## config.mk

```make
export PLATFORM = sky130hd
export DESIGN_NAME = rtcirq_top
export DESIGN_NICKNAME = d
export VERILOG_FILES = /design/src/inc/rtcirq_pkg.sv /design/src/hw/rtcirq_sync.sv /design/src/hw/rtcirq_tick.sv /design/src/hw/rtcirq_top.sv
export SDC_FILE = /design/constraint.sdc
export NUM_CORES = 1
export LEC_CHECK = 0
export BUFFER_PORTS_ARGS = -buffer_cell sky130_fd_sc_hd__buf_2
export CAP_MARGIN = 20
export CORE_MARGIN = 2
export CORE_UTILIZATION = 54
export DETAILED_ROUTE_END_ITERATION = 7
export HOLD_SLACK_MARGIN = 0.03
export PLACE_DENSITY = 0.83
export REMOVE_ABC_BUFFERS = 1
export SKIP_LAST_GASP = 1
export SYNTH_ARGS = -nofsm -noshare
export SYNTH_HDL_FRONTEND = slang
export SYNTH_SLANG_ARGS = --single-unit
```

## constraint.sdc

```tcl
create_clock -name pclk -period 2.6 [get_ports pclk]
set_clock_uncertainty 0.2 [all_clocks]
set_input_delay 0.39 -clock pclk [delete_from_list [all_inputs] [get_ports pclk]]
set_output_delay 0.39 -clock pclk [all_outputs]
set_load 0.03 [all_outputs]
```

## src/inc/rtcirq_pkg.sv

```systemverilog
// Constants, types and decode helpers shared by the counter interrupt block
package rtcirq_pkg;

   // ------------------------------------------------------------------
   // Register indices (byte address is four times the index)
   // ------------------------------------------------------------------
   localparam logic [7:0] IDX_CTRL = 8'h00;
   localparam logic [7:0] IDX_IEN_CLR = 8'h06;
   localparam logic [7:0] IDX_IEN_SET = 8'h07;
   localparam logic [7:0] IDX_FLAGS = 8'h08;
   localparam logic [7:0] IDX_STATUS = 8'h0A;
   localparam logic [7:0] IDX_DEBUG = 8'h0B;
   localparam logic [7:0] IDX_TRIM = 8'h0C;

   localparam logic [7:0] ADDR_CTRL = {IDX_CTRL[5:0], 2'b00};
   localparam logic [7:0] ADDR_IEN_CLR = {IDX_IEN_CLR[5:0], 2'b00};
   localparam logic [7:0] ADDR_IEN_SET = {IDX_IEN_SET[5:0], 2'b00};
   localparam logic [7:0] ADDR_FLAGS = {IDX_FLAGS[5:0], 2'b00};
   localparam logic [7:0] ADDR_STATUS = {IDX_STATUS[5:0], 2'b00};
   localparam logic [7:0] ADDR_DEBUG = {IDX_DEBUG[5:0], 2'b00};
   localparam logic [7:0] ADDR_TRIM = {IDX_TRIM[5:0], 2'b00};

   // ------------------------------------------------------------------
   // Field positions
   // ------------------------------------------------------------------
   localparam int unsigned BIT_OVERFLOW = 7;
   localparam int unsigned BIT_SYNC_DONE = 6;
   localparam int unsigned BIT_COMPARE_ONE = 1;
   localparam int unsigned BIT_COMPARE_ZERO = 0;
   localparam int unsigned BIT_BUSY = 7;
   localparam int unsigned BIT_RUN_DEBUG = 0;
   localparam int unsigned BIT_SIGN = 7;
   localparam int unsigned BIT_SWRST = 0;
   localparam int unsigned BIT_ENABLE = 1;
   localparam int unsigned MODE_LSB = 2;

   // Implemented flag and enable bits per mode
   localparam logic [7:0] MASK_COUNT32 = 8'hC1;
   localparam logic [7:0] MASK_COUNT16 = 8'hC3;
   localparam logic [7:0] MASK_CALENDAR = 8'hC1;

   // ------------------------------------------------------------------
   // Reset values
   // ------------------------------------------------------------------
   localparam logic [7:0] RST_FLAGS = 8'h00;
   localparam logic [7:0] RST_IEN = 8'h00;
   localparam logic [7:0] RST_TRIM = 8'h00;
   localparam logic RST_RUN_DEBUG = 1'b0;

   // ------------------------------------------------------------------
   // Timing
   // ------------------------------------------------------------------
   localparam int unsigned CLK_PERIOD_NS = 20;
   localparam int unsigned TICK_PERIOD_NS = 1000;
   localparam int unsigned TICK_CYCLES = TICK_PERIOD_NS / CLK_PERIOD_NS;
   localparam logic [7:0] TICK_LEN = 8'(TICK_CYCLES);
   localparam int unsigned SYNC_TIME_NS = 100;
   localparam int unsigned SYNC_CYCLES =
      (SYNC_TIME_NS + CLK_PERIOD_NS - 1) / CLK_PERIOD_NS;
   localparam logic [3:0] SYNC_LEN = 4'(SYNC_CYCLES);

   // ------------------------------------------------------------------
   // Types and decode
   // ------------------------------------------------------------------
   typedef enum logic [1:0] {
      count32_mode,
      count16_mode,
      calendar_mode
   } rtcirq_mode_t;

   function automatic logic [7:0] rtcirq_mask(input logic [1:0] mode);
      case (mode)
         2'h1: rtcirq_mask = MASK_COUNT16;
         2'h2: rtcirq_mask = MASK_CALENDAR;
         default: rtcirq_mask = MASK_COUNT32;
      endcase
   endfunction : rtcirq_mask

endpackage : rtcirq_pkg

```

## src/hw/rtcirq_sync.sv

```systemverilog
// Three-stage synchroniser with agreement filter for an asynchronous level
`timescale 1ns/1ps
module rtcirq_sync
   import rtcirq_pkg::*;
(
   // Clock and reset
   input wire logic pclk,
   input wire logic presetn,
   // Level in and out
   input wire logic async_in,
   output logic level
);

   typedef struct packed {
      logic s1;
      logic s2;
      logic s3;
      logic level;
   } rtcirq_sync_t;

   rtcirq_sync_t s;
   rtcirq_sync_t next_s;

   always_comb begin
      next_s = s;
      next_s.s1 = async_in;
      next_s.s2 = s.s1;
      next_s.s3 = s.s2;
      // Only a value seen on two later stages counts
      if (s.s2 == s.s3) begin
         next_s.level = s.s3;
      end
   end

   always_ff @(posedge pclk or negedge presetn) begin
      if (!presetn) begin
         s <= '0;
      end else begin
         s <= next_s;
      end
   end

   assign level = s.level;

endmodule : rtcirq_sync

```

## src/hw/rtcirq_tick.sv

```systemverilog
// Counter clock tick generator with prescaler frequency trim
`timescale 1ns/1ps
module rtcirq_tick
   import rtcirq_pkg::*;
(
   // Clock and reset
   input wire logic pclk,
   input wire logic presetn,
   // Control
   input wire logic run,
   input wire logic trim_sign,
   input wire logic [6:0] trim_mag,
   // Counter clock tick
   output logic tick
);

   typedef struct packed {
      logic [7:0] cnt;
      logic [6:0] acc;
      logic tick;
   } rtcirq_tick_t;

   rtcirq_tick_t s;
   rtcirq_tick_t next_s;
   logic [7:0] sum;

   always_comb begin
      next_s = s;
      next_s.tick = 1'b0;
      sum = {1'b0, s.acc} + {1'b0, trim_mag};
      if (!run) begin
         next_s.cnt = TICK_LEN - 8'h01;
      end else if (s.cnt == 8'h00) begin
         next_s.tick = 1'b1;
         // Spread the trim as one stretched or shortened period
         next_s.acc = sum[6:0];
         if (sum[7]) begin
            // Sign zero shortens the period, raising the frequency
            next_s.cnt = trim_sign ? TICK_LEN : TICK_LEN - 8'h02;
         end else begin
            next_s.cnt = TICK_LEN - 8'h01;
         end
      end else begin
         next_s.cnt = s.cnt - 8'h01;
      end
   end

   always_ff @(posedge pclk or negedge presetn) begin
      if (!presetn) begin
         s <= '0;
      end else begin
         s <= next_s;
      end
   end

   assign tick = s.tick;

endmodule : rtcirq_tick

```

## src/hw/rtcirq_top.sv

```systemverilog
// Interrupt, status, debug and trim registers of the real time counter
`timescale 1ns/1ps

module rtcirq_top
   import rtcirq_pkg::*;
(
   // Clock and reset
   input wire logic pclk,
   input wire logic presetn,
   // APB slave
   input wire logic psel,
   input wire logic penable,
   input wire logic pwrite,
   input wire logic [7:0] paddr,
   input wire logic [31:0] pwdata,
   output logic [31:0] prdata,
   output logic pready,
   output logic pslverr,
   // Counter events, one-cycle pulses
   input wire logic overflow_evt,
   input wire logic [1:0] compare_evt,
   input wire logic alarm_evt,
   // Processor debug state, asynchronous
   input wire logic debug_halt,
   // Counter side
   output logic count_tick,
   output logic count_enable,
   output logic [1:0] count_mode,
   // Interrupt
   output logic irq
);

   // ------------------------------------------------------------------
   // State
   // ------------------------------------------------------------------
   typedef struct packed {
      logic en_req;
      logic en_live;
      logic [1:0] mode;
      logic [7:0] ien;
      logic [7:0] flags;
      logic [7:0] pend;
      logic busy;
      logic busy_prev;
      logic quiet;
      logic [3:0] sync_cnt;
      logic run_debug;
      logic [7:0] trim_req;
      logic [7:0] trim_live;
      logic [31:0] prdata;
      logic perr;
   } rtcirq_state_t;

   rtcirq_state_t s;
   rtcirq_state_t next_s;

   logic dbg_level;
   logic tick;
   logic [7:0] mask;
   logic [7:0] evt;
   logic [7:0] wdat;
   logic [7:0] clr;
   logic [7:0] setv;
   logic setup;
   logic access;
   logic wr;
   logic run;

   // ------------------------------------------------------------------
   // Submodules
   // ------------------------------------------------------------------
   rtcirq_sync u_dbg_sync (
      .pclk(pclk),
      .presetn(presetn),
      .async_in(debug_halt),
      .level(dbg_level)
   );

   // Debug halt gates the prescaler itself, so no tick is lost or faked
   assign run = s.en_live & (~dbg_level | s.run_debug);

   rtcirq_tick u_tick (
      .pclk(pclk),
      .presetn(presetn),
      .run(run),
      .trim_sign(s.trim_live[BIT_SIGN]),
      .trim_mag(s.trim_live[6:0]),
      .tick(tick)
   );

   // ------------------------------------------------------------------
   // Bus decode
   // ------------------------------------------------------------------
   assign setup = psel & ~penable;
   assign access = psel & penable;
   assign wr = access & pwrite;
   assign wdat = pwdata[7:0];
   assign mask = rtcirq_mask(s.mode);

   // ------------------------------------------------------------------
   // Event mapping per mode
   // ------------------------------------------------------------------
   always_comb begin
      evt = 8'h00;
      evt[BIT_OVERFLOW] = overflow_evt;
      if (s.mode == 2'(calendar_mode)) begin
         evt[BIT_COMPARE_ZERO] = alarm_evt;
      end else begin
         evt[BIT_COMPARE_ZERO] = compare_evt[0];
         evt[BIT_COMPARE_ONE] = compare_evt[1];
      end
      evt = s.en_live ? (evt & mask) : 8'h00;
   end

   // ------------------------------------------------------------------
   // Next state
   // ------------------------------------------------------------------
   always_comb begin
      next_s = s;
      clr = 8'h00;
      setv = 8'h00;

      // Events wait for the next counter clock tick
      next_s.pend = s.pend | evt;
      if (tick) begin
         setv = s.pend;
         next_s.pend = evt;
      end

      // Synchronisation busy window
      next_s.busy_prev = s.busy;
      if (s.busy) begin
         if (s.sync_cnt == 4'h0) begin
            next_s.busy = 1'b0;
            next_s.en_live = s.en_req;
            next_s.trim_live = s.trim_req;
         end else begin
            next_s.sync_cnt = s.sync_cnt - 4'h1;
         end
      end
      // Enable or reset caused falls stay silent
      if (s.busy_prev & ~s.busy & ~s.quiet) begin
         setv[BIT_SYNC_DONE] = 1'b1;
      end

      // Read data captured in the setup cycle
      if (setup) begin
         next_s.perr = 1'b0;
         next_s.prdata = 32'h0000_0000;
         case (paddr)
            ADDR_CTRL: begin
               next_s.prdata[MODE_LSB +: 2] = s.mode;
               next_s.prdata[BIT_ENABLE] = s.en_req;
            end
            ADDR_IEN_CLR,
            ADDR_IEN_SET: begin
               next_s.prdata[7:0] = s.ien & mask;
            end
            ADDR_FLAGS: begin
               next_s.prdata[7:0] = s.flags & mask;
            end
            ADDR_STATUS: begin
               next_s.prdata[BIT_BUSY] = s.busy;
            end
            ADDR_DEBUG: begin
               next_s.prdata[BIT_RUN_DEBUG] = s.run_debug;
            end
            ADDR_TRIM: begin
               next_s.prdata[7:0] = s.trim_req;
            end
            default: begin
               next_s.perr = 1'b1;
            end
         endcase
      end

      // Writes take effect at the access edge
      if (wr) begin
         case (paddr)
            ADDR_CTRL: begin
               if (wdat[BIT_SWRST]) begin
                  // Software reset leaves run-in-debug alone
                  next_s.en_req = 1'b0;
                  next_s.en_live = 1'b0;
                  next_s.mode = 2'(count32_mode);
                  next_s.ien = RST_IEN;
                  next_s.pend = 8'h00;
                  next_s.trim_req = RST_TRIM;
                  next_s.trim_live = RST_TRIM;
                  clr = 8'hFF;
                  setv = 8'h00;
                  next_s.busy = 1'b1;
                  next_s.quiet = 1'b1;
                  next_s.sync_cnt = SYNC_LEN;
               end else begin
                  next_s.mode = wdat[MODE_LSB +: 2];
                  next_s.en_req = wdat[BIT_ENABLE];
                  next_s.busy = 1'b1;
                  next_s.quiet = wdat[BIT_ENABLE] ^ s.en_req;
                  next_s.sync_cnt = SYNC_LEN;
               end
            end
            ADDR_IEN_SET: begin
               next_s.ien = s.ien | (wdat & mask);
            end
            ADDR_IEN_CLR: begin
               next_s.ien = s.ien & ~(wdat & mask);
            end
            ADDR_FLAGS: begin
               clr = wdat & mask;
            end
            ADDR_DEBUG: begin
               next_s.run_debug = wdat[BIT_RUN_DEBUG];
            end
            ADDR_TRIM: begin
               next_s.trim_req = wdat;
               next_s.busy = 1'b1;
               next_s.quiet = 1'b0;
               next_s.sync_cnt = SYNC_LEN;
            end
            default: begin
               next_s.perr = s.perr;
            end
         endcase
      end

      // A flag raised in a flags clear cycle survives; a software reset drops it
      next_s.flags = (s.flags & ~clr) | setv;
   end

   // ------------------------------------------------------------------
   // Registers
   // ------------------------------------------------------------------
   always_ff @(posedge pclk or negedge presetn) begin
      if (!presetn) begin
         s <= '0;
         s.flags <= RST_FLAGS;
         s.run_debug <= RST_RUN_DEBUG;
      end else begin
         s <= next_s;
      end
   end

   // ------------------------------------------------------------------
   // Outputs
   // ------------------------------------------------------------------
   assign prdata = s.prdata;
   assign pready = access;
   assign pslverr = access & s.perr;
   assign count_tick = tick;
   assign count_enable = run;
   assign count_mode = s.mode;
   assign irq = |(s.flags & s.ien & mask);

endmodule : rtcirq_top

```

==> results of run 1 <==
==> logic make-up after synthesis <==
group | after synthesis | synth area share
flip-flops | 69 | 0.4526
AO/OA/AOI/OAI | 82 | 0.1466
AND/OR/NAND/NOR | 135 | 0.1833
multiplexers | 17 | 0.04559
adder cells (fa/ha/maj) | 12 | 0.04067
XOR/XNOR | 10 | 0.02296
buffers and inverters | 64 | 0.1072
other | 1 | 0.0009830
==> cell usage after synthesis, drive strengths merged (2+ instances only) <==
master / number
a21boi: 2
a21o: 3
o21a: 2
buf: 47
nor2: 29
a32oi: 3
o22a: 2
mux2: 3
inv: 15
or2: 4
nor3b: 6
mux2i: 14
nand2: 50
nor2b: 5
a211o: 2
xor2: 5
nand4b: 3
and2: 5
xnor2: 5
o2111ai: 2
a22oi: 5
clkbuf: 2
nand3: 10
a21oi: 12
nor4: 2
o21ai: 32
and3: 7
nand2b: 2
ha: 10
a211oi: 3
nor3: 3
nand4: 5
o31ai: 5
dfrtp: 69
==> report_power, final <==
part	total (uW)	switching (uW)	internal (uW)
logic	382	241	141
clock network	1050	417	637
registers	1210	65.7	1140
==> layout make-up <==
cell class,count,share of cell area
clock inverters,6,0.02659
inverters,15,0.01344
flip-flops and latches,69,0.4123
well taps,96,0.02868
repair buffers,50,0.06693
multi-input cells,280,0.4216
clock buffers,10,0.03047
==> worst paths after layout <==
kind | start | end | slack (ps)
min | pwdata[4] | s[45]$_DFFE_PN0P_ | 60
min in group asynchronous | presetn | s[66]$_DFF_PN0_ | 320
min reg2reg | u_dbg_sync.next_s[2]$_DFF_PN0_ | u_dbg_sync.next_s[1]$_DFF_PN0_ | 150
max | u_tick.s[8]$_DFF_PN0_ | u_tick.s[2]$_DFFE_PN0P_ | 420
max in group asynchronous | presetn | u_tick.s[2]$_DFFE_PN0P_ | 1170
max reg2reg | u_tick.s[8]$_DFF_PN0_ | u_tick.s[2]$_DFFE_PN0P_ | 420
==> state kept, by name, summed over array words and instances (netlist names) <==
register and flops:
count_mode 2, next_s 1, prdata 8, s 38, u_dbg_sync.level 1, u_dbg_sync.next_s 2
u_dbg_sync.s 1, u_tick.s 15, u_tick.tick 1
==> layout by cell type, fill, tap and decap left out, drive strengths merged, types with 3 or more instances in the layout <==
cell / count
nand4b: 3
nand3: 10
conb: 24
nand4: 5
clkbuf: 10
xor2: 5
or2: 4
o21ai: 32
nor2b: 5
a22oi: 5
a211oi: 3
o31ai: 5
and2: 5
nand2: 50
xnor2: 5
mux2i: 14
a21oi: 12
buf: 48
ha: 10
and3: 7
inv: 15
dfrtp: 69
a32oi: 3
nor3: 3
nor2: 29
a21o: 3
bufinv: 3
nor3b: 6
mux2: 3
==> stage by stage <==
stage,instances,instance area [um2],total power [uW],hold WS [ps],setup slack (ps)
after floorplan,364,3548,1484,-105.6,332.4
after global placement,508,3929,1586,135.4,510.2
after detailed placement,508,3929,1605,138.9,440.7
after CTS,526,4188,2654,54.39,434.9
after global routing,526,4188,2764,52.55,254.8
final,526,4188,2642,62.66,423.6
==> tightest hold or removal path, delay by kind of cell <==
kind | cells | cell delay (ps)
AO/OA/AOI/OAI | 1 | 50
buffers and inverters | 1 | 90
AND/OR/NAND/NOR | 1 | 50
==> metal layers <==
metal	vias to the layer above	share of wire
met5	-	0
met4	0	0.017
li1	1369	-
met2	88	0.48
met3	13	0.061
met1	1383	0.44
==> repair_timing <==
| item | CTS | global route |
|---|---|---|
| hold buffers | 2 | 0 |
| hold endpoints to repair | 20 | 0 |
| gates resized for setup | 0 | 0 |
==> out/summary.md, run 1 <==
The flow ran to the end, and the final reports show no timing, DRC or antenna violations. After synthesis, the cell types taking the most area are sky130_fd_sc_hd__dfrtp_1 45%, sky130_fd_sc_hd__buf_4 7.3%, sky130_fd_sc_hd__nand2_1 4.9%, sky130_fd_sc_hd__mux2i_1 3.7%, sky130_fd_sc_hd__ha_1 3.3%. Among all flip-flop cells after synthesis, the most frequent one is sky130_fd_sc_hd__dfrtp_1. The power per cell area works out to 631.0 nW/um2. The global routing usage on met1 is 0.3057, and the data arrival time at the worst-slack endpoint is 2210 ps. The longest individual stage delay on the worst path is 460 ps. The number of synthesized flops with an enable pin works out to 0.

For the number of antenna violations at the first check in global routing, the log shows 0. Among all stages on the critical path, the largest delay is contributed by sky130_fd_sc_hd__o2111ai_2. The share of the cycle needed by the critical path after routing works out to 0.8371.

Startpoint kind of the worst setup timing path: a flip-flop. The tools report the total negative setup slack as 0 ps. The number of nets at the end of the flow is 486. Counting every instance in the synthesized netlist gives 390. After layout, the minimum clock period comes to 2176 ps. met2 is the most crowded layer.

The logs give 7.945 mm for the final wirelength and 26 for the largest net degree at the start of global routing. Fraction of synthesis flops using an asynchronous set or reset pin: 1.000. Data on the critical path is required at its endpoint by 2630 ps.

Routability-driven placement finished with a final weighted congestion of 0.8853. Area of the core: 6832 um2. The run gives 7753 um2 as the overall die area. Derived from the worst setup path, the maximum achievable clock frequency is 459.5 MHz. The run gives 12.90 mm as the first-pass GRT wire length. The transition time at the pin with the least slew margin came out at 693.9 ps.

The run gives 0 as the number of endpoints with negative hold slack in the final report. Routed length per placed instance: 15.10 um. Max-cap violations in this run came to 0. The starting density of the core is 0.5584, and the proportion of netlist area held by the largest area contributor is 0.4526. The biggest area contributor in the post-synthesis netlist is sky130_fd_sc_hd__dfrtp_1. Along the worst hold path, the cell count comes to 3.

The count of buffers added on input and output ports is 40. Clock tree synthesis found a total of 69 sinks. The worst register-to-register path has a depth of 5. The row count was 30. Setup repair after global routing left no endpoint under its margin. The area taken by multi-input logic gates is 1765 um2. The worst hold path belongs to the class primary input to flip-flop. The final antenna diode count came out at 0. The part of the Yosys area used for sequential elements was 0.4526. The relative slew slack is 0.5374. No sink is reached through more buffers than the 2 on the longest clock path. The area used by sequential logic in the layout came out at 1727 um2. The run gives 0 as the number of setup violations in the final report.

The worst setup path is captured at a flip-flop. Counting the fill cells in the layout gives 555. The HPWL after detailed placement is 5.853 mm.

Horizontal die dimension: 88.05 um. The per-instance average area after synthesis came out at 9.782 um2. After synthesis, the netlist uses 57 different library cells.

The floorplan step set the die height to 88.05 um. The Yosys warning count is 0, and the global-route track usage on met3 is 0.05844. The standby leakage power is 0.001852 uW, and the area overhead of the layout relative to synthesis is 9.774%.

After synthesis the netlist holds a flip-flop and latch count of 69. Clock latency on the worst-skew pair, taken at its later pin, is 350 ps. The total overflow left after global routing is 0. The count of pins over their slew limit is 0, and the CTS clock-pin slew for the worst setup and hold paths is 80 ps.

The global-route total usage across every layer was 0.2197. The first detailed-routing pass ran for 4 iterations. The number of global-route vias before repair was 2699; the worst path buffer plus inverter count was 1.

Number of logic stages on the critical path including buffering: 5. Root buffer selected by CTS: sky130_fd_sc_hd__clkbuf_8. After clock tree synthesis, the setup repair step added 0 buffers. TritonCTS built the clock tree. Counting the buffers created by CTS gives 9. The remaining design rule violation count is 0. Of all nets on the critical path, the largest fanout is 15.

VDD sags by at most 0.3233 mV. The fraction of layout instances using a drive strength above 1 was 0.1837; the met2 track demand over resource in global routing was 0.3354. The signal on the critical path passes through inv_1, ha_1, nor3b_1, o2111ai_2, mux2_2. The via density per instance was 5.424. The H-tree was split into 3 levels. The worst setup path is of the flip-flop to flip-flop kind.

In this run the cell area of the synthesized design comes to 3815 um2. Number of vias in the routed layout: 2853. The cell family contributing the most delay on the critical path is compound AO/OA/AOI/OAI gates. The count of nets left with antenna violations once routing finished came out at 0. The first routing iteration left 169 violations. In this run the count of I/O pins placed on the die edge is 89. Final core area utilization: 0.6130.
Note: power is estimated with default switching activity, not from simulation.
==> run 2: changes to the inputs <==
Settings changed: ABC_AREA set to 1, CORE_UTILIZATION 54 to 55, PLACE_DENSITY 0.83 to 0.84.
Clock period 2.6 ns to 2.15 ns, I/O delays scaled along.
==> run 2 against run 1 <==
  * Setup slack worse by 250 ps
  * Area after synthesis up 3.5%
  * Final cell count up 21%
  * Global-route usage up 1.9 points
  * Sequential cell count unchanged
  * Sequential power up 19%
  * Largest cell class unchanged
  * Highest routed layer unchanged
==> out/summary.md, run 2 <==
The fraction of synthesis flops using an asynchronous set or reset pin is 1.000, and the number of flip-flops in the largest register is 38. The class of the most critical hold timing path was primary input to flip-flop. The run gives 6869 um2 as the area of the core. The logs give 0 for the number of setup violations in the final report and 497 for the count of mapped cells out of synthesis. The worst setup path is launched from a flip-flop. The overall die area was 7876 um2; the number of endpoints with negative hold slack in the final report was 0. The detailed-router iteration count before antenna repair was 4. The cell with the largest stage delay on the worst path was sky130_fd_sc_hd__dfrtp_1. The area fraction in and, or, nand and nor cells after synthesis came out at 0.2635. The family with the most delay on the worst path is buffers and inverters. The count of pins over their slew limit is 0. The run finished with clean final reports. Counting both buffers and inverters, the worst setup path holds a total of 3. The run gives 4116 um2 as the cell area after placement. The standby leakage power is 0.002387 uW.

The routed design could run at a clock period as short as 1980 ps. The global placer's final weighted congestion was 0.9519. The die is 88.75 um tall. By instance count, the cell type seen most on the critical path is sky130_fd_sc_hd__inv_1. The biggest area consumer among synthesized cells is sky130_fd_sc_hd__dfrtp_1.

Nature of the critical path endpoint: an output pin. The finished cells cover 4407 um2. Max-cap violations in this run came to 0. The post-synthesis mux area share came out at 0.008552. Timing would allow up to 505.1 MHz. Leaving out fill and tap cells, the most frequent cells in the layout are 147 x sky130_fd_sc_hd__nand2_1, 69 x sky130_fd_sc_hd__dfrtp_1, 57 x sky130_fd_sc_hd__inv_1.

The most used flip-flop cell after synthesis is sky130_fd_sc_hd__dfrtp_1. The longest individual stage delay on the worst path is 390 ps, and the Yosys warning count is 0. STA puts the critical path data arrival time at 1460 ps. The number of clock buffers added by TritonCTS is 9. The per-instance average area after synthesis is 7.948 um2. The number of antenna violations at the first check in global routing came out at 0. For the final routed database, the setup TNS stands at 0 ps. Of all nets on the critical path, the largest fanout is 4.

Entering global routing, the biggest net connects 70 pins. The tools report the summed instance area of the synthesized netlist as 3950 um2. The count of nets left with antenna violations once routing finished came out at 0. The via density per instance works out to 5.147. The tree built by TritonCTS fans out to 69 sinks. The logs give 0 for the remaining design rule violation count and 1630 ps for the required time reported for the critical path endpoint.

The global-route total usage across every layer was 0.2384. The synthesized design contains 0 enable-type register cells. The share of the cycle needed by the critical path after routing works out to 0.9209. CTS placed an instance of sky130_fd_sc_hd__clkbuf_8 at the clock tree root. Counting flops and latches in the post-synthesis netlist gives 69. The register with the most flip-flops in the final layout is s.

The final antenna diode count is 0, and the complex-gate fraction of the synthesized area is 0.1029. TritonCTS built the clock tree. Ranked by instance count, the synthesized netlist is headed by 147 x sky130_fd_sc_hd__nand2_1, 69 x sky130_fd_sc_hd__dfrtp_1, 57 x sky130_fd_sc_hd__inv_1, 34 x sky130_fd_sc_hd__buf_4, 29 x sky130_fd_sc_hd__nor2_1. The top-level port count is 89, and the CTS clock-pin slew for the worst setup and hold paths is 70 ps.

The total grt overflow was 0. Setup repair after global routing left no endpoint under its margin. The number of global-route vias before repair was 3202.

The logs give 30 for the row count and 0.5750 for the starting density of the core. The routed length per placed instance is 13.67 um, and the proportion of netlist area held by the largest area contributor is 0.4371. The post-synthesis adder-cell area fraction was 0.03928; the maximum buffer depth of the clock tree was 2.

The library cell used most frequently in the layout, excluding fill and tap cells, is sky130_fd_sc_hd__nand2_1. The H-tree generated during clock tree synthesis spans 3 levels. Walking the worst path, the cells encountered are inv_1, nand2_1, inv_1, nand3_1, nand4_1, buf_2.

The first global-routing pass estimated 14.44 mm of wire. The first routing iteration left 293 violations. The number of nets at the end of the flow is 600, and the number of input and output port buffers inserted is 40.

The XOR/XNOR share of the synthesized area works out to 0.01330. By area, the combinational part of the netlist is dominated by simple AND/OR/NAND/NOR gates. Compared with the post-synthesis result, the final layout area differs by 11.56%. Measured along the x axis, the die boundary spans 88.75 um. Detailed placement finished with a half-perimeter wire length of 6.426 mm. For this design the ratio of total power to cell area is 746.4 nW/um2. The critical path is of the flip-flop to output pin type.

Wires add up to 8.735 mm. The most common cell in the synthesized netlist is sky130_fd_sc_hd__nand2_1. Gates resized during post-CTS repair numbered 0.

The fraction of layout instances using a drive strength above 1 works out to 0.1805. The final route contains 3289 vias. Counting distinct cell types in the post-synthesis netlist gives 40. In the post-synthesis netlist, the biggest area contributors are sky130_fd_sc_hd__dfrtp_1 44%, sky130_fd_sc_hd__nand2_1 14%, sky130_fd_sc_hd__buf_4 6.5%, sky130_fd_sc_hd__inv_1 5.4%, sky130_fd_sc_hd__o21ai_0 3.4%.

VDD sags by at most 0.4779 mV. Part of the Yosys area used for sequential elements: 0.4371. The clock reaches the later pin of the worst-skew pair after 340 ps.
-- run 2: area by class of cell --
class	count	area (um2)
sequential	69	1727
inverter	64	240.2
fill	572	2462
clock inverter	6	136.4
tap	96	120.1
multi-input combinational	347	1779
clock buffer	9	123.9
timing repair buffer	48	280.3
-- run 2: worst paths after layout --
| kind | slack, ps | to | depth (start not counted) | startpoint |
|---|---|---|---|---|
| max | 170 | irq | 6 | count_mode[1]$_DFFE_PN0P_ |
| min | 60 | s[58]$_DFF_PN0_ | 3 | compare_evt[1] |
| max reg2reg | 220 | s[36]$_DFF_PN0_ | 7 | s[50]$_DFF_PN0_ |
| min reg2reg | 150 | u_dbg_sync.next_s[1]$_DFF_PN0_ | 0 | u_dbg_sync.next_s[2]$_DFF_PN0_ |
| max in group asynchronous | 1130 | s[65]$_DFF_PN0_ | 3 | presetn |
| min in group asynchronous | 330 | u_tick.s[13]$_DFF_PN0_ | 3 | presetn |
-- run 2: tightest hold or removal path, stage by stage --
cell and delay [ps]:
sky130_fd_sc_hd__buf_2 80, sky130_fd_sc_hd__a32oi_1 80, sky130_fd_sc_hd__nor2_1 80
-- run 2: per-layer routing --
metal  up-vias  part of all wire  track usage
met2       100              0.52       0.4335
met4         0             0.014      0.06474
li1       1604                 -            -
met1      1568              0.42       0.2793
met3        17             0.050      0.05877
met5         -                 0            0
-- run 2: per-stage QoR --
stage	worst slack [ps]	hold WS (ps)	utilization	std cells	total power [uW]
after floorplan	215.9	-173.1	-	480	1770
after global placement	359.0	138.7	0.5993	621	1898
after detailed placement	292.7	134.7	0.5993	621	1932
after CTS	161.5	44.37	0.6415	639	3303
after global routing	42.44	44.97	0.6415	639	3443
final	170.1	57.07	0.6415	639	3289
-- run 2: cell families after synthesis --
kind of cell	after synthesis
AND/OR/NAND/NOR	235
buffers and inverters	104
flip-flops	69
AO/OA/AOI/OAI	67
adder cells (fa/ha/maj)	12
XOR/XNOR	6
multiplexers	3
other	1
-- run 2: where the power goes --
group	switching, uW	internal [uW]
Sequential	61.5	1380
Clock	478	883
Combinational	340	147
-- run 2: timing repair --
action | in CTS | in global routing
hold buffers | 3 | 0
endpoints found under the hold margin | 71 | 0
buffers inserted | 0 | 0
endpoints found under the setup margin | 0 | 0
